### src/pkg/iedd_defs.vh
`ifndef IEDD_DEFS_VH
`define IEDD_DEFS_VH

// ********************************************************
// register indices, byte address is four times the index
// ********************************************************
`define IEDD_IDX_MOT_THS 8'h17
`define IEDD_IDX_MOT_CNT 8'h18
`define IEDD_IDX_TR_CFG 8'h1d
`define IEDD_IDX_TR_SRC 8'h1e
`define IEDD_IDX_CTRL 8'h2a
`define IEDD_IDX_MODE 8'h30
`define IEDD_IDX_MOT_AXIS 8'h31
`define IEDD_IDX_TR_THS 8'h32
`define IEDD_IDX_MOT_STAT 8'h33

// ********************************************************
// field positions
// ********************************************************
`define IEDD_THS_MODE_BIT 7
`define IEDD_TCFG_LATCH_BIT 4
`define IEDD_TCFG_BYP_BIT 0
`define IEDD_TSRC_EA_BIT 6
`define IEDD_CTRL_LN_BIT 0
`define IEDD_CTRL_ODR_LSB 3
`define IEDD_AXIS_OR_BIT 3
`define IEDD_MODE_FS_LSB 2
`define IEDD_STAT_FLAG_BIT 8

// ********************************************************
// reset values
// ********************************************************
`define IEDD_RST_BYTE 8'h00
`define IEDD_RST_WORD 32'h0000_0000

// ********************************************************
// oversampling modes and full-scale codes
// ********************************************************
`define IEDD_OS_NORMAL 2'h0
`define IEDD_OS_LOW_NOISE_LOW_POWER_MODE 2'h1
`define IEDD_OS_HIRES 2'h2
`define IEDD_OS_LP 2'h3
`define IEDD_FS_2G 2'h0
`define IEDD_FS_4G 2'h1

// ********************************************************
// thresholds and timing
// ********************************************************
// 4 g at 1/16 g per count
`define IEDD_THS_LN_CAP 7'h40
`define IEDD_CLK_PERIOD_NS 8
// shortest debounce step, 1.25 ms
`define IEDD_STEP_BASE_NS 1250000

`endif

### src/logic/iedd_top.v
// The APB register port was left to the implementer.
`timescale 1ns/1ps
`include "iedd_defs.vh"

// Functional notes
// - threshold is unsigned 0..127 at 0.063 g
// - compare range reaches 8 g only at 8 g full scale with low-noise off
// - low-noise caps threshold at 4 g
// - clear mode zeroes counter when false
// - decrement mode lowers counter, stops at zero
// - flag set when counter equals count value
// - counter saturates at the count value
// - step equals rate period, with mode exceptions
// - low-power modes stretch step to 80/160 ms
// - bypass bit selects unfiltered transient samples
// - per-axis enables gate transient events
// - latch mode freezes status once active
// - source read clears every source bit
// - new events may add bits while active, unless latch mode is on
// - event bits stay set until read
// - active flag is OR of enabled events
// - polarity bit one means negative acceleration
// - motion is any-above, freefall all-at-or-below
// - transient compares unsigned magnitude to threshold

module iedd_top #(
  parameter ADDR_W = 10,
  parameter STEP_BASE_CYCLES = `IEDD_STEP_BASE_NS / `IEDD_CLK_PERIOD_NS,
  parameter STEP_CNT_W = 25,
  parameter SAMPLE_W = 14
) (
  input wire clock,
  input wire rst_b,
  input wire ce,
  input wire psel,
  input wire penable,
  input wire pwrite,
  input wire [ADDR_W-1:0] paddr,
  input wire [31:0] pwdata,
  output reg [31:0] prdata,
  output wire pready,
  output wire pslverr,
  input wire sample_valid,
  input wire [SAMPLE_W-1:0] accel_x,
  input wire [SAMPLE_W-1:0] accel_y,
  input wire [SAMPLE_W-1:0] accel_z,
  input wire [SAMPLE_W-1:0] hpf_x,
  input wire [SAMPLE_W-1:0] hpf_y,
  input wire [SAMPLE_W-1:0] hpf_z,
  output wire motion_event,
  output wire transient_event
);

  // ********************************************************
  // helper functions
  // ********************************************************

  // magnitude in 1/16 g counts; 8 g full scale gives 128
  function [7:0] iedd_mag;
    input [SAMPLE_W-1:0] s;
    input [1:0] fs;
    reg [SAMPLE_W-1:0] a;
    reg [SAMPLE_W-1:0] sh;
    begin
      a = s[SAMPLE_W-1] ? (~s + 1'b1) : s;
      case (fs)
        `IEDD_FS_2G: sh = a >> 8;
        `IEDD_FS_4G: sh = a >> 7;
        default: sh = a >> 6;
      endcase
      iedd_mag = sh[7:0];
    end
  endfunction

  // low-noise limits the reachable threshold to 4 g
  function [6:0] iedd_cap;
    input [6:0] ths;
    input ln;
    begin
      if (ln && (ths > `IEDD_THS_LN_CAP)) begin
        iedd_cap = `IEDD_THS_LN_CAP;
      end else begin
        iedd_cap = ths;
      end
    end
  endfunction

  // ********************************************************
  // register state
  // ********************************************************
  reg [7:0] mot_ths_q;
  reg [7:0] mot_cnt_q;
  reg [4:0] tr_cfg_q;
  reg [7:0] ctrl_q;
  reg [3:0] mode_q;
  reg [3:0] mot_axis_q;
  reg [6:0] tr_ths_q;
  reg [2:0] tr_ev_q;
  reg [2:0] tr_pol_q;
  reg [2:0] tr_ev_d;
  reg [2:0] tr_pol_d;
  reg mot_cond_q;
  reg pslverr_q;
  reg [31:0] rd_d;
  reg err_d;
  wire [7:0] mot_dbc_cnt;

  wire [7:0] idx = paddr[9:2];
  wire setup = psel & ~penable;
  wire access = psel & penable;
  wire wr_en = ce & access & pwrite;
  wire rd_src = ce & access & ~pwrite & (idx == `IEDD_IDX_TR_SRC);

  wire [2:0] tr_en = tr_cfg_q[3:1];
  wire latch_en = tr_cfg_q[`IEDD_TCFG_LATCH_BIT];
  wire bypass = tr_cfg_q[`IEDD_TCFG_BYP_BIT];
  wire low_noise = ctrl_q[`IEDD_CTRL_LN_BIT];
  wire [2:0] output_data_rate = ctrl_q[`IEDD_CTRL_ODR_LSB+2:`IEDD_CTRL_ODR_LSB];
  wire [1:0] os_mode = mode_q[1:0];
  wire [1:0] fs = mode_q[`IEDD_MODE_FS_LSB+1:`IEDD_MODE_FS_LSB];
  wire [2:0] mot_en = mot_axis_q[2:0];
  wire mot_or = mot_axis_q[`IEDD_AXIS_OR_BIT];

  // ********************************************************
  // apb slave
  // ********************************************************
  // zero wait states: read data is caught in the setup cycle
  assign pready = access & ce;
  assign pslverr = access & pslverr_q;

  always @* begin
    rd_d = `IEDD_RST_WORD;
    err_d = 1'b0;
    case (idx)
      `IEDD_IDX_MOT_THS: rd_d[7:0] = mot_ths_q;
      `IEDD_IDX_MOT_CNT: rd_d[7:0] = mot_cnt_q;
      `IEDD_IDX_TR_CFG: rd_d[4:0] = tr_cfg_q;
      `IEDD_IDX_TR_SRC: begin
        rd_d[`IEDD_TSRC_EA_BIT] = transient_event;
        rd_d[5:0] = {tr_ev_q[2], tr_pol_q[2], tr_ev_q[1], tr_pol_q[1],
                     tr_ev_q[0], tr_pol_q[0]};
      end
      `IEDD_IDX_CTRL: rd_d[7:0] = ctrl_q;
      `IEDD_IDX_MODE: rd_d[3:0] = mode_q;
      `IEDD_IDX_MOT_AXIS: rd_d[3:0] = mot_axis_q;
      `IEDD_IDX_TR_THS: rd_d[6:0] = tr_ths_q;
      `IEDD_IDX_MOT_STAT: begin
        rd_d[`IEDD_STAT_FLAG_BIT] = motion_event;
        rd_d[7:0] = mot_dbc_cnt;
      end
      default: err_d = 1'b1;
    endcase
  end

  always @(posedge clock or negedge rst_b) begin
    if (!rst_b) begin
      prdata <= `IEDD_RST_WORD;
      pslverr_q <= 1'b0;
    end else if (ce && setup) begin
      prdata <= pwrite ? `IEDD_RST_WORD : rd_d;
      pslverr_q <= err_d;
    end
  end

  // writes land at the access edge; read-only and unmapped are ignored
  always @(posedge clock or negedge rst_b) begin
    if (!rst_b) begin
      mot_ths_q <= `IEDD_RST_BYTE;
      mot_cnt_q <= `IEDD_RST_BYTE;
      tr_cfg_q <= 5'h00;
      ctrl_q <= `IEDD_RST_BYTE;
      mode_q <= 4'h0;
      mot_axis_q <= 4'h0;
      tr_ths_q <= 7'h00;
    end else if (wr_en) begin
      case (idx)
        `IEDD_IDX_MOT_THS: mot_ths_q <= pwdata[7:0];
        `IEDD_IDX_MOT_CNT: mot_cnt_q <= pwdata[7:0];
        `IEDD_IDX_TR_CFG: tr_cfg_q <= pwdata[4:0];
        `IEDD_IDX_CTRL: ctrl_q <= pwdata[7:0];
        `IEDD_IDX_MODE: mode_q <= pwdata[3:0];
        `IEDD_IDX_MOT_AXIS: mot_axis_q <= pwdata[3:0];
        `IEDD_IDX_TR_THS: tr_ths_q <= pwdata[6:0];
        default: mot_ths_q <= mot_ths_q;
      endcase
    end
  end

  // ********************************************************
  // freefall and motion condition
  // ********************************************************
  wire [6:0] mot_thr = iedd_cap(mot_ths_q[6:0], low_noise);
  wire [2:0] mot_above;
  assign mot_above[0] = iedd_mag(accel_x, fs) > {1'b0, mot_thr};
  assign mot_above[1] = iedd_mag(accel_y, fs) > {1'b0, mot_thr};
  assign mot_above[2] = iedd_mag(accel_z, fs) > {1'b0, mot_thr};

  wire mot_any = |(mot_en & mot_above);
  wire ff_all = &(~mot_en | ~mot_above);

  // condition is held between samples so the step sees the latest one
  always @(posedge clock or negedge rst_b) begin
    if (!rst_b) begin
      mot_cond_q <= 1'b0;
    end else if (ce && sample_valid) begin
      mot_cond_q <= mot_or ? mot_any : ff_all;
    end
  end

  // ********************************************************
  // debounce stepping and counter
  // ********************************************************
  wire step;

  iedd_step_timer #(
    .BASE_CYCLES(STEP_BASE_CYCLES),
    .CNT_W(STEP_CNT_W)
  ) u_step (
    .clock(clock),
    .rst_b(rst_b),
    .ce(ce),
    .output_data_rate(output_data_rate),
    .mode(os_mode),
    .step_q(step)
  );

  iedd_debounce #(
    .W(8)
  ) u_dbc (
    .clock(clock),
    .rst_b(rst_b),
    .ce(ce),
    .step(step),
    .cond(mot_cond_q),
    .clear_mode(mot_ths_q[`IEDD_THS_MODE_BIT]),
    .limit(mot_cnt_q),
    .cnt_q(mot_dbc_cnt),
    .flag_q(motion_event)
  );

  // ********************************************************
  // transient detection
  // ********************************************************
  wire [SAMPLE_W-1:0] tx = bypass ? accel_x : hpf_x;
  wire [SAMPLE_W-1:0] ty = bypass ? accel_y : hpf_y;
  wire [SAMPLE_W-1:0] tz = bypass ? accel_z : hpf_z;
  wire [6:0] tr_thr = iedd_cap(tr_ths_q, low_noise);
  wire [2:0] tr_over;
  assign tr_over[0] = iedd_mag(tx, fs) > {1'b0, tr_thr};
  assign tr_over[1] = iedd_mag(ty, fs) > {1'b0, tr_thr};
  assign tr_over[2] = iedd_mag(tz, fs) > {1'b0, tr_thr};
  wire [2:0] tr_sign = {tz[SAMPLE_W-1], ty[SAMPLE_W-1], tx[SAMPLE_W-1]};
  wire [2:0] tr_hit = {3{sample_valid}} & tr_en & tr_over;

  assign transient_event = |(tr_ev_q & tr_en);
  // a read releases the freeze, so an event on the read edge survives
  wire frozen = latch_en & transient_event & ~rd_src;

  always @* begin
    tr_ev_d = tr_ev_q;
    tr_pol_d = tr_pol_q;
    if (rd_src) begin
      tr_ev_d = 3'h0;
      tr_pol_d = 3'h0;
    end
    if (!frozen) begin
      tr_ev_d = tr_ev_d | tr_hit;
      tr_pol_d = (tr_pol_d & ~tr_hit) | (tr_sign & tr_hit);
    end
  end

  always @(posedge clock or negedge rst_b) begin
    if (!rst_b) begin
      tr_ev_q <= 3'h0;
      tr_pol_q <= 3'h0;
    end else if (ce) begin
      tr_ev_q <= tr_ev_d;
      tr_pol_q <= tr_pol_d;
    end
  end

endmodule // iedd_top

### src/logic/iedd_step_timer.v
`timescale 1ns/1ps
`include "iedd_defs.vh"

module iedd_step_timer #(
  parameter BASE_CYCLES = `IEDD_STEP_BASE_NS / `IEDD_CLK_PERIOD_NS,
  parameter CNT_W = 25
) (
  input wire clock,
  input wire rst_b,
  input wire ce,
  input wire [2:0] output_data_rate,
  input wire [1:0] mode,
  output reg step_q
);

  // ********************************************************
  // step length as a power-of-two multiple of 1.25 ms
  // ********************************************************
  function [2:0] iedd_step_shift;
    input [2:0] rate;
    input [1:0] os;
    begin
      case (os)
        `IEDD_OS_HIRES: iedd_step_shift = (rate > 3'h1) ? 3'h1 : rate;
        `IEDD_OS_LOW_NOISE_LOW_POWER_MODE: iedd_step_shift = (rate > 3'h4) ? 3'h6 : rate;
        `IEDD_OS_LP: begin
          if (rate > 3'h5) begin
            iedd_step_shift = 3'h7;
          end else begin
            iedd_step_shift = (rate == 3'h5) ? 3'h6 : rate;
          end
        end
        default: iedd_step_shift = (rate > 3'h4) ? 3'h4 : rate;
      endcase
    end
  endfunction

  wire [CNT_W-1:0] base = BASE_CYCLES[CNT_W-1:0];
  wire [CNT_W-1:0] limit = base << iedd_step_shift(output_data_rate, mode);
  reg [CNT_W-1:0] cnt_q;

  // mode change takes effect at once: the live limit is compared every cycle, so a step can end early
  always @(posedge clock or negedge rst_b) begin
    if (!rst_b) begin
      cnt_q <= {CNT_W{1'b0}};
      step_q <= 1'b0;
    end else if (ce) begin
      if (cnt_q >= limit - 1'b1) begin
        cnt_q <= {CNT_W{1'b0}};
        step_q <= 1'b1;
      end else begin
        cnt_q <= cnt_q + 1'b1;
        step_q <= 1'b0;
      end
    end
  end

endmodule // iedd_step_timer

### src/logic/iedd_debounce.v
`timescale 1ns/1ps
`include "iedd_defs.vh"

module iedd_debounce #(
  parameter W = 8
) (
  input wire clock,
  input wire rst_b,
  input wire ce,
  input wire step,
  input wire cond,
  input wire clear_mode,
  input wire [W-1:0] limit,
  output reg [W-1:0] cnt_q,
  output reg flag_q
);

  reg [W-1:0] cnt_d;

  always @* begin
    if (cond) begin
      cnt_d = (cnt_q < limit) ? cnt_q + 1'b1 : limit;
    end else if (clear_mode) begin
      cnt_d = {W{1'b0}};
    end else begin
      cnt_d = (cnt_q != {W{1'b0}}) ? cnt_q - 1'b1 : cnt_q;
    end
  end

  always @(posedge clock or negedge rst_b) begin
    if (!rst_b) begin
      cnt_q <= {W{1'b0}};
      flag_q <= 1'b0;
    end else if (ce && step) begin
      cnt_q <= cnt_d;
      flag_q <= cond && (cnt_d == limit);
    end
  end

endmodule // iedd_debounce

### config.mk
export PLATFORM = sky130hd
export DESIGN_NAME = iedd_top
export DESIGN_NICKNAME = d
export VERILOG_FILES = /design/src/logic/iedd_top.v /design/src/logic/iedd_step_timer.v /design/src/logic/iedd_debounce.v
export VERILOG_INCLUDE_DIRS = /design/src /design/src/pkg
export SDC_FILE = /design/constraint.sdc
export NUM_CORES = 1
export LEC_CHECK = 0
export BUFFER_PORTS_ARGS = -buffer_cell sky130_fd_sc_hd__clkbuf_2
export CAP_MARGIN = 20
export CORE_MARGIN = 2
export CORE_UTILIZATION = 40
export CTS_BUF_LIST = sky130_fd_sc_hd__clkbuf_16
export DETAILED_ROUTE_END_ITERATION = 8
export GPL_TIMING_DRIVEN = 0
export PLACE_DENSITY = 0.59
export SYNTH_ARGS = -nofsm -noshare
export SYNTH_HDL_FRONTEND = slang
export SYNTH_SLANG_ARGS = --single-unit
### constraint.sdc
create_clock -name clock -period 4.2 [get_ports clock]
set_input_delay 0.42 -clock clock [delete_from_list [all_inputs] [get_ports clock]]
set_output_delay 0.42 -clock clock [all_outputs]
set_load 0.02 [all_outputs]
==> metrics.md, run 1 <==
| Metric | Value |
|---|---|
| Status | finished, final reports clean |
| Antenna viol nets, final | 0 |
| Setup TNS | 0 ps |
| R2r setup slk | about 230 ps |
| Synthesized area per cell | between 8 and 9 sq um |
| Max_slew headroom | roughly 28% |
| Most frequent cells in the layout | 176 x nand2_1, 116 x clkbuf_2, 97 x nor2_1 |
| GRT Util Overall | around 25% |
| Achievable clock frequency | 251.8 MHz |
| Final setup viols | 0 |
| Footprint of the multi-input gates | 7422 sq um |
| Hold Buf Count CTS | 0 |
| CP delay by family, top | compound AO/OA/AOI/OAI gates |
| Core Region | roughly 25000 sq um |
| Row cnt | 58 |
| Initial antenna violation count | 0 |
| Placer congestion estimate | approximately 1 |
| Final Util | about 47% |
| Largest net degree at the start of global routing | 50 |
| Final Hold Fails | 0 |
| Filler Cells Inserted | 2507 |
| Sequential area share after synthesis | a little under a quarter |
| Power Density | around 270 nW/um^2 |
| Port buffer count | ~110 |
| Tmin final | roughly 4000 ps |
| Clock transition at path regs | ~80 ps |
| Drc violations | 0 |
| Final WL | 33350 um |
| CTS tree | built |
| Max stage delay cell, worst path | dfrtp_1 |
| R2R Path End | u_step.cnt_q[17]$_DFFE_PN0P_ |
| Placed insts | 1737 |
| Clock Latency Late Sink | 350 ps |
| Post-DR vias/cell | 5.892 |
| Nets | roughly 1600 |
| Synth cell types | between 70 and 80 |
| Layout cells sized above 1 | ~20% |
| Worst r2r src | ctrl_q[5]$_DFFE_PN0P_ |
| #FFs+latches synth | between 90 and 100 |
| Commonest non-fill, non-tap cell in the layout | nand2_1 |
| Slew of the pin with the lowest slew margin | between 1000 and 1500 ps |
| Worst-path maximum fanout | 10 |
| Cells after synthesis | 1275 |
| Fin Clk Skew | between 10 and 15 ps |
| Placed cell areas | ~11000 sq um |
| Arr. time, crit path | 4250 ps |
| CTS Sinks | 96 |
| Root Driver | clkbuf_16 |
| Worst Hold Class | in2async |
| Die width | between 150 and 200 um |
| Mapped Area | approximately 10000 sq um |
| Top_reg_cell synth | dfrtp_1 |
| Vias in the first global route | 9475 |
| Power, Total | ~0.0032 W |
| Sequential cell area | approximately 2400 sq um |
| Post-route cell area | 11800 sq um |
| Clk buf depth | 2 |
| Worst EP required | about 4500 ps |
| Starting DRT DRC Count | around 860 |
| Worst path cell trace | buf_2 -> inv_2 -> nand2_1 -> o22ai_4 -> buf_4 -> buf_4 -> ha_1 -> inv_1 -> o21ai_1 -> a22oi_2 -> nand2_1 -> xor2_1 -> ha_1 -> a21o_1 -> a211oi_2 -> o21ai_2 -> a211oi_2 -> o21ai_2 -> and2_4 -> clkbuf_4 -> nor2_1 |
| Maximum vdd ir drop | between 200 and 300 uV |
| Worst path max stage delay | between 300 and 400 ps |
| First-pass GRT wire length | approximately 52000 um |
| Initial core utilization | between 40% and 50% |
| CP bufs+invs | 6 |
| H-tree Lvls | 3 |
| Wire length per cell | ~19 um |
| Dpl hpwl | around 26000 um |
| Gr ovfl total | 0 |
| Die area | about 27000 sq um |
| Setup CP Type | reg2reg |
| Antenna cells | 0 |
| Final Non-Filler Cells | 1757 |
| Cells on worst reg2reg path | 21 |
| Crit end category | flop |
| Max-Cap Viols | 0 |
| Vias | roughly 10000 |
| Tcrit/Tclk final | ~95% |
| Num CTS Buffers | 9 |
| Synth async-reset ratio | 100.0% |
| Drt pass-1 iters | 6 |
| Layout area overhead | 15.12% |
| Pleak | 5.294 nW |
| I/O pin count | between 150 and 200 |
| DIE HEIGHT | 164.1 um |
| Post-synth EDFFs | 0 |
| Worst Setup Start Kind | flop |
| Fin. max-slew vios | 0 |
| Synth warn | 0 |
cell type report:
| type | count | area share, % |
|---|---|---|
| well taps | 330 | 3.500 |
| clock inverters | 7 | 0.7637 |
| repair buffers | 115 | 5.197 |
| plain buffers | 89 | 4.190 |
| multi-input cells | 1075 | 62.92 |
| flip-flops and latches | 96 | 20.38 |
| clock buffers | 9 | 1.909 |
| inverters | 36 | 1.146 |
state kept, by name (all words and copies together) (netlist names):
register       flops
u_step.cnt_q      25
prdata             9
ctrl_q             8
mot_cnt_q          8
mot_ths_q          8
u_dbc.cnt_q        8
tr_ths_q           7
tr_cfg_q           5
mode_q             4
mot_axis_q         4
tr_ev_q            3
tr_pol_q           3
mot_cond_q         1
pslverr_q          1
u_dbc.flag_q       1
u_step.step_q      1
worst max-delay path by stage:
stage	from	endpoint	slack (ps)	depth (start not counted)
detailed placement	ctrl_q[5]$_DFFE_PN0P_	u_step.cnt_q[19]$_DFFE_PN0P_	-770	20
floorplan	ctrl_q[5]$_DFFE_PN0P_	u_step.cnt_q[10]$_DFFE_PN0P_	360	20
CTS	ctrl_q[5]$_DFFE_PN0P_	u_step.cnt_q[19]$_DFFE_PN0P_	10	19
global route	ctrl_q[5]$_DFFE_PN0P_	u_step.cnt_q[9]$_DFFE_PN0P_	-30	19
finish	ctrl_q[5]$_DFFE_PN0P_	u_step.cnt_q[17]$_DFFE_PN0P_	230	21
global placement	ctrl_q[5]$_DFFE_PN0P_	u_step.cnt_q[14]$_DFFE_PN0P_	-780	20
routing by layer:
metal  vias up  GRT usage [%]  part of all wire [%]
met5         -              0                     0
met4         0          5.941                   2.1
met3        48          2.753                   6.7
met2       404          40.91                    46
met1      4932          34.78                    45
li1       4969              -                     -
report_power, final:
group          total [W]  internal [W]  switching (W)  leakage (nW)
clock network   0.000868      0.000474       0.000393         0.147
registers        0.00107      0.000984      0.0000898          1.30
logic            0.00129      0.000540       0.000748          3.85
total            0.00323       0.00200        0.00123          5.29
stage by stage:
step / hold slack (ps) / worst slack [ps]
2_1_floorplan: 124.4 / 356.6
3_5_place_dp: 476.1 / -768.3
3_3_place_gp: 460.7 / -779.5
5_1_grt: 185.1 / -27.48
4_1_cts: 152.5 / 11.61
6_report: 124.5 / 229.3
repair_timing:
action / 4_1_cts / 5_1_grt
setup buffers: 1 / 4
gates resized for setup: 19 / 24
setup endpoints to repair: 27 / 31
pin swaps: 2 / 4
worst reg2reg max path: stages, from the launching register on:
cell,delay [ps]
dfrtp_1,350
buf_2,190
inv_2,140
nand2_1,110
o22ai_4,260
buf_4,160
buf_4,110
ha_1,190
inv_1,80
o21ai_1,150
a22oi_2,90
nand2_1,160
xor2_1,170
ha_1,260
a21o_1,200
a211oi_2,230
o21ai_2,100
a211oi_2,280
o21ai_2,130
and2_4,210
clkbuf_4,190
nor2_1,130
cell usage after synthesis, types with 9 or more instances:
cell      number  area [sq um]
nor4_1        15         93.84
a22oi_1       13         97.59
buf_2          9         45.04
nand2_1      176         660.6
and2_1        13         81.33
inv_1         35         131.4
xnor2_1       34         297.8
nor2b_1       13         81.33
nand2b_1      13         81.33
nand3_1       43         215.2
ha_1          86          1076
mux2i_1       34         340.3
a31oi_1       16         100.1
mux2_2        53         596.8
o21ai_0       86         430.4
o22ai_1       14         87.58
nor3_1        18         90.09
a21o_1        13         97.59
nand4_1       25         156.4
dfrtp_1       96          2402
o211ai_1      16         120.1
a21oi_1       69         345.3
buf_4         25         187.7
nor2_1        98         367.9
clkbuf_1      48         180.2
and3_1        14         87.58
o221ai_1      11         96.34
o21a_1        11         82.58
xor2_1        41         359.1
cell families after synthesis:
kind of cell / share of synthesized area (%)
AO/OA/AOI/OAI: 21.72
flip-flops: 23.44
multiplexers: 10.07
adder cells (fa/ha/maj): 10.50
AND/OR/NAND/NOR: 21.64
other: 0.03659
buffers and inverters: 6.019
XOR/XNOR: 6.569
Power figures use the tool's default switching activity.
==> inputs of run 2 (changes only) <==
--- a/config.mk
+++ b/config.mk
@@ -6,6 +6,7 @@
 export SDC_FILE = /design/constraint.sdc
 export NUM_CORES = 1
 export LEC_CHECK = 0
+export ABC_AREA = 1
 export BUFFER_PORTS_ARGS = -buffer_cell sky130_fd_sc_hd__clkbuf_2
 export CAP_MARGIN = 20
 export CORE_MARGIN = 2
==> run 2 against run 1 <==
Effect of this change: final area shrank 4.3%; utilization shrank 0.18 points; die area shrank 4.1%; clock skew shrank 3.0 ps; power grew 4.2%; largest cell class unchanged; largest power group unchanged; sequential share of layout area grew 0.92 points; clock power grew 10%.
==> metrics.md, run 2 <==
| Metric | Value |
|---|---|
| Placed insts | 1966 (+13%) |
| Core Region | 24180 sq um (-4.0%) |
| Root Driver | clkbuf_16 |
| Postcts setup bufs | 0 (-1) |
| Final Hold Fails | 0 (unchanged) |
| Num CTS Buffers | 9 (unchanged) |
| Layout area overhead | 14.97% |
| Largest regs | u_step.cnt_q: 25 flops, prdata: 9 flops |
| Worst EP required | 4470 ps (about the same) |
| Worst Setup Start Kind | flop |
| Most frequent CP cell | a21oi_1 |
| Setup TNS | 0 ps (unchanged) |
| Max stage delay cell, worst path | dfrtp_1 |
| Synth warn | 0 (unchanged) |
| CTS tree | built |
| Antenna cells | 0 (unchanged) |
| Tcrit/Tclk final | 90.14% (-4.4 points) |
| Commonest non-fill, non-tap cell in the layout | nand2_1 |
| Vias | 10280 (-0.72%) |
| Crit end category | flop |
| Synthesized area per cell | 6.543 sq um (-19%) |
| Worst r2r src | ctrl_q[5]$_DFFE_PN0P_ |
| Hold Buf Count CTS | 0 (unchanged) |
| Top_reg_cell synth | dfrtp_1 |
| Vias in the first global route | 9609 (+1.4%) |
| Mapped Area | 9814 sq um (-4.2%) |
| Nets | 1872 (+14%) |
| Sequential area share after synthesis | 24.48% (+1.0 points) |
| Setup ws final | 414.2 ps (+184.9 ps) |
| Placer congestion estimate | 0.9373 (-4.2%) |
| Max reg flops | 25 (unchanged) |
| Post-synth top cells | 403 x nand2_1, 172 x inv_1, 119 x nor2_1 |
| Gr ovfl total | 0 (unchanged) |
| Final setup viols | 0 (unchanged) |
| Row cnt | 57 (-1.7%) |
| Setup CP Type | reg2reg |
| Pleak | 5.766 nW (+8.9%) |
| Max-Cap Viols | 0 (unchanged) |
| Clock Latency Late Sink | 350 ps (about the same) |
| Placed cell areas | 10930 sq um (-3.4%) |
| Wire length per cell | 15.18 um (-20%) |
| Clk buf depth | 2 (unchanged) |
| Maximum vdd ir drop | 182.6 uV (-31%) |
| Final WL | 30100 um (-9.8%) |
| Die width | 160.6 um (-2.1%) |
| Status | finished, final reports clean |
| Slew of the pin with the lowest slew margin | 908.6 ps (-165.5 ps) |
| R2r setup slk | 410 ps (+180 ps) |
| Initial antenna violation count | 0 (unchanged) |
| Clock transition at path regs | 70 ps (about the same) |
| Port buffer count | 119 (+9.2%) |
| Cells after synthesis | 1500 (+18%) |
| H-tree Lvls | 3 (unchanged) |
| Tmin final | 3786 ps (-184.9 ps) |
| Starting DRT DRC Count | 844 (-1.7%) |
| Post-Place Setup Slack | 55.82 ps (+824.1 ps) |
| Power, Total | 0.003364 W (+4.2%) |
| RSZ-0062 raised after global routing | false |
| Drt pass-1 iters | 6 (unchanged) |
| Worst path cell trace | o21ai_0 -> a21oi_1 -> nor2_4 -> inv_1 -> ha_1 -> nand2_1 -> o21ai_0 -> nand3b_1 -> or3_1 -> o22ai_1 -> ha_1 -> a21oi_1 -> o21a_1 -> o221ai_1 -> nand2_1 -> nand3_1 -> clkbuf_2 -> a21oi_1 |
| Worst-path maximum fanout | 10 (unchanged) |
| Max_slew headroom | 38.92% (+11 points) |
| Post-synth top area share | 24.48% (+1.0 points) |
| Die area | 25810 sq um (-4.1%) |
| Fin. max-slew vios | 0 (unchanged) |
| I/O pin count | 169 (unchanged) |
| Initial core utilization | 40.59% (-0.10 points) |
| Arr. time, crit path | 4050 ps (-200 ps) |
| Worst path max stage delay | 440 ps (+90 ps) |
| Drc violations | 0 (unchanged) |
| Post-synth EDFFs | 0 (unchanged) |
| Area leader, netlist | dfrtp_1 |
| Achievable clock frequency | 264.1 MHz (+4.9%) |
| GRT Util Overall | 23.37% (-1.4 points) |
| Fin Clk Skew | 9.455 ps (-3.023 ps) |
| Largest net degree at the start of global routing | 64 (+28%) |
| Synth async-reset ratio | 100.0% (unchanged) |
| Post-route cell area | 11280 sq um (-4.3%) |
| First-pass GRT wire length | 48520 um (-6.8%) |
| Layout cells sized above 1 | 13.03% (-6.7 points) |
| Final Non-Filler Cells | 1982 (+13%) |
| Most frequent cells in the layout | 402 x nand2_1, 172 x inv_1, 120 x clkbuf_2 |
| PostCTS Resize Cnt | 0 (-19) |
| CTS Sinks | 96 (unchanged) |
| Reg with most FFs | u_step.cnt_q |
| R2R Path End | u_step.cnt_q[21]$_DFFE_PN0P_ |
| Power Density | 298.1 nW/um^2 (+8.9%) |
| Synth cell types | 53 (-32%) |
| Synth area leaders | dfrtp_1 24%, nand2_1 15%, ha_1 11% |
| Antenna viol nets, final | 0 (unchanged) |
| Post-DR vias/cell | 5.186 (-12%) |
| Cells on worst reg2reg path | 18 (-14%) |
| #FFs+latches synth | 96 (unchanged) |
| Most common cell in the netlist | nand2_1 |
| Worst Hold Class | in2async |
| DIE HEIGHT | 160.6 um (-2.1%) |
| Dpl hpwl | 24540 um (-5.9%) |
run 2: cell types whose count changed after synthesis, sizes merged, moves of 14 or more:
cell	previous run	this run
nand2	176	409
inv	35	178
nand3	43	109
mux2	53	0
o21ai	91	143
mux2i	36	2
nor2	98	129
clkbuf	49	20
xnor2	35	15
o22ai	14	32
and2	15	1
run 2: metrics by stage:
stage	utilization (%)	hold WS, ps
final	46.67	45.73
after global routing	46.67	92.34
after CTS	46.62	69.79
after floorplan	-	124.4
after detailed placement	45.20	456.1
after global placement	45.08	466.8
run 2: layer usage:
metal  part of all wire [%]  routed length (um)  track usage, %  vias to the layer above
met5                      0                   0               0                        -
met4                    2.1                 629           5.815                        0
met3                    5.5                1669           3.538                       38
met2                     46               13790           38.62                      296
met1                     47               14000           32.12                     4697
li1                       -                   -               -                     5247
run 2: cell type report:
| cell class | instances | area [sq um] |
|---|---|---|
| inverters | 180 | 675.6 |
| clock buffers | 9 | 225.2 |
| multi-input cells | 1186 | 6461 |
| flip-flops and latches | 96 | 2402 |
| well taps | 324 | 405.4 |
| clock inverters | 7 | 117.6 |
| repair buffers | 120 | 625.6 |
| fillers | 2559 | 12890 |
| plain buffers | 60 | 370.4 |
run 2: power breakdown:
group	internal [W]	switching, W	total [W]	leakage (nW)
Clock	0.000582	0.000376	0.000958	0.160
Sequential	0.000993	0.0000964	0.00109	1.32
Combinational	0.000470	0.000847	0.00132	4.29
Total	0.00205	0.00132	0.00336	5.77
run 2: cell families (layout without fill, tap and decap cells):
logic type	Yosys count	count (layout)	synth area share [%]
and+or+nand+nor	719	719	31.51
xor gates and xnor gates	62	62	5.533
AOI/OAI and AO/OA	294	294	16.64
muxes	2	2	0.2040
adders and majority gates	86	86	10.96
DFF	96	96	24.48
buffers and inverters	240	376	10.63
other	1	23	0.03821
run 2: critical path: cells and delay by family (launching register included):
family	cells	cell delay, ps
and+or+nand+nor	6	1150
AOI/OAI and AO/OA	8	1080
adders and majority gates	2	610
DFF	1	440
buffers and inverters	2	430
run 2: worst max path at each step:
| stage | from | cells past startpoint | end |
|---|---|---|---|
| detailed placement | ctrl_q[5]$_DFFE_PN0P_ | 19 | u_step.cnt_q[11]$_DFFE_PN0P_ |
| CTS | ctrl_q[5]$_DFFE_PN0P_ | 19 | u_step.cnt_q[11]$_DFFE_PN0P_ |
| finish | ctrl_q[5]$_DFFE_PN0P_ | 18 | u_step.cnt_q[21]$_DFFE_PN0P_ |
| floorplan | ctrl_q[5]$_DFFE_PN0P_ | 18 | u_step.cnt_q[10]$_DFFE_PN0P_ |
| global placement | ctrl_q[5]$_DFFE_PN0P_ | 19 | u_step.cnt_q[11]$_DFFE_PN0P_ |
| global route | ctrl_q[5]$_DFFE_PN0P_ | 18 | u_step.cnt_q[19]$_DFFE_PN0P_ |
==> inputs of run 3 (changes only) <==
==> constraint.sdc (replaced) <==
create_clock -name clock -period 4.2 [get_ports clock]
set_input_delay 0.21 -clock clock [delete_from_list [all_inputs] [get_ports clock]]
set_output_delay 0.21 -clock clock [all_outputs]
set_load 0.02 [all_outputs]
==> run 3 against run 2 <==
Effect of this change: worst setup slack worse by 5.4 ps; critical path type unchanged; sequential share of layout area about the same; flip-flop and latch count unchanged; sequential power about the same; power about the same; clock skew down 0.77 ps; worst hold slack better by 110 ps; clock power down 0.6%; die area unchanged.
==> metrics.md, run 3 (synthesis gave the netlist of run 2 again) <==
| Metric | Value |
|---|---|
| Worst hold path endpoint | mot_cond_q$_DFFE_PN0P_ |
| Most frequent cells in the layout | 402 x nand2_1, 172 x inv_1, 120 x clkbuf_2 |
| Sequential cell area | 2402 sq um (unchanged) |
| Filler Cells Inserted | 2558 (-0.039%) |
| Antenna cells | 0 (unchanged) |
| Wire length per cell | 15.17 um (about the same) |
| Vias in the first global route | 9618 (+0.094%) |
| Worst r2r src | ctrl_q[5]$_DFFE_PN0P_ |
| R2r setup slk | 410 ps (about the same) |
| Num CTS Buffers | 9 (unchanged) |
| Max_slew headroom | 38.71% (-0.21 points) |
| RSZ-0062 raised after global routing | false |
| Drc violations | 0 (unchanged) |
| Antenna viol nets, final | 0 (unchanged) |
| Die area | 25810 sq um (unchanged) |
| Worst path max stage delay | 440 ps (about the same) |
| Final WL | 30090 um (about the same) |
| Gr ovfl total | 0 (unchanged) |
| CP bufs+invs | 2 (unchanged) |
| I/O pin count | 169 (unchanged) |
| Fin. max-slew vios | 0 (unchanged) |
| Initial antenna violation count | 0 (unchanged) |
| Placer congestion estimate | 0.9373 (unchanged) |
| Cells on worst reg2reg path | 18 (unchanged) |
| Tmin final | 3791 ps (+5.426 ps) |
| WHS Path Cells | 4 |
| Slew of the pin with the lowest slew margin | 912.3 ps (+3.723 ps) |
| Commonest non-fill, non-tap cell in the layout | nand2_1 |
| Reg with most FFs | u_step.cnt_q |
| Power Density | 297.9 nW/um^2 (about the same) |
| Most frequent CP cell | a21oi_1 |
| First-pass GRT wire length | 48550 um (about the same) |
| Starting DRT DRC Count | 840 (-0.47%) |
| Arr. time, crit path | 4060 ps (about the same) |
| Initial core utilization | 40.59% (unchanged) |
| H-tree Lvls | 3 (unchanged) |
| GRT Util Overall | 23.38% (about the same) |
| Worst-path maximum fanout | 10 (unchanged) |
| Layout cells sized above 1 | 13.02% (about the same) |
| Final Util | 46.71% (about the same) |
| Port buffer count | 119 (unchanged) |
| Post-DR vias/cell | 5.182 (about the same) |
| Vias | 10280 (-0.029%) |
| Root Driver | clkbuf_16 |
| Worst Hold Class | in2reg |
| Largest regs | u_step.cnt_q: 25 flops, prdata: 9 flops |
| Final setup viols | 0 (unchanged) |
| Largest net degree at the start of global routing | 64 (unchanged) |
| Worst EP required | 4470 ps (about the same) |
| Hold path start | sample_valid |
| Crit end category | flop |
| Worst path cell trace | o21ai_0 -> a21oi_1 -> nor2_4 -> inv_1 -> ha_1 -> nand2_1 -> o21ai_0 -> nand3b_1 -> or3_1 -> o22ai_1 -> ha_1 -> a21oi_1 -> o21a_1 -> o221ai_1 -> nand2_1 -> nand3_1 -> clkbuf_2 -> a21oi_1 |
| Footprint of the multi-input gates | 6461 sq um (unchanged) |
| Fin Clk Skew | 8.689 ps (-0.7664 ps) |
| Pleak | 5.770 nW (about the same) |
| Status | finished, final reports clean |
| Row cnt | 57 (unchanged) |
| Final Hold Fails | 0 (unchanged) |
| Dpl hpwl | 24540 um (unchanged) |
| Core Region | 24180 sq um (unchanged) |
| Worst Setup Start Kind | flop |
| Clock transition at path regs | 70 ps (about the same) |
| CP delay by family, top | simple AND/OR/NAND/NOR gates |
| Max stage delay cell, worst path | dfrtp_1 |
| Clock Latency Late Sink | 350 ps (about the same) |
| Max-Cap Viols | 0 (unchanged) |
| Post-route cell area | 11290 sq um (about the same) |
| Die width | 160.6 um (unchanged) |
| CTS tree | built |
| Postcts setup bufs | 0 (unchanged) |
| Layout area overhead | 15.07% (about the same) |
| DIE HEIGHT | 160.6 um (unchanged) |
| Placed cell areas | 10930 sq um (unchanged) |
| Achievable clock frequency | 263.8 MHz (-0.14%) |
| R2R Path End | u_step.cnt_q[21]$_DFFE_PN0P_ |
| Maximum vdd ir drop | 182.2 uV (-0.17%) |
| Setup TNS | 0 ps (unchanged) |
| Tcrit/Tclk final | 90.27% (+0.13 points) |
| Max reg flops | 25 (unchanged) |
| Nets | 1873 (+0.053%) |
| CTS Sinks | 96 (unchanged) |
| Clk buf depth | 2 (unchanged) |
| Setup CP Type | reg2reg |
| Drt pass-1 iters | 6 (unchanged) |
==> run 3: tightest hold or removal path: stages <==
cell and delay, ps:
clkbuf_2 70, nand2_1 80, nand2_1 70, nand2_1 50
==> run 3: routing by layer <==
layer / up-vias / track usage, % / share of wire, %
met3: 36 / 3.512 / 5.7
met5: - / 0 / 0
li1: 5246 / - / -
met4: 0 / 5.815 / 2.0
met2: 302 / 38.66 / 46
met1: 4691 / 32.14 / 46
==> run 3: how the worst max path moves through the flow <==
| stage | start | endpoint | slack [ps] | cells past startpoint |
|---|---|---|---|---|
| after floorplan | ctrl_q[5]$_DFFE_PN0P_ | u_step.cnt_q[10]$_DFFE_PN0P_ | 810 | 18 |
| after global placement | ctrl_q[5]$_DFFE_PN0P_ | u_step.cnt_q[11]$_DFFE_PN0P_ | 20 | 19 |
| after detailed placement | ctrl_q[5]$_DFFE_PN0P_ | u_step.cnt_q[11]$_DFFE_PN0P_ | 60 | 19 |
| after CTS | ctrl_q[5]$_DFFE_PN0P_ | u_step.cnt_q[11]$_DFFE_PN0P_ | 50 | 19 |
| after global routing | ctrl_q[5]$_DFFE_PN0P_ | u_step.cnt_q[19]$_DFFE_PN0P_ | 100 | 18 |
| final | ctrl_q[5]$_DFFE_PN0P_ | u_step.cnt_q[21]$_DFFE_PN0P_ | 410 | 18 |
==> run 3: cell type report <==
| type | instances | share of cell area, % |
|---|---|---|
| multi-input combinational | 1186 | 57.21 |
| clock inverter | 7 | 1.041 |
| tap | 324 | 3.590 |
| timing repair buffer | 121 | 5.628 |
| inverter | 180 | 5.983 |
| buffer | 60 | 3.279 |
| sequential | 96 | 21.27 |
| clock buffer | 9 | 1.994 |
==> run 3: power by group <==
group	internal [W]	switching (W)
logic	0.000471	0.000852
clock network	0.000582	0.000370
registers	0.000993	0.0000958
total	0.00205	0.00132
==> run 3: through the flow <==
stage	hold WS, ps	std cells	power [W]	setup WS [ps]
global route	164.8	1983	0.003609	103.7
finish	159.0	1983	0.003364	408.7
CTS	145.6	1983	0.003366	45.45
global placement	466.8	1965	0.002385	19.77
detailed placement	246.1	1966	0.002404	55.82
floorplan	-85.59	1522	0.002034	808.0
==> run 3: timing repair <==
action	in CTS	in global routing
hold buffers	1	0
resized for setup	0	7
hold endpoints to repair	33	0
endpoints found under the setup margin	0	25
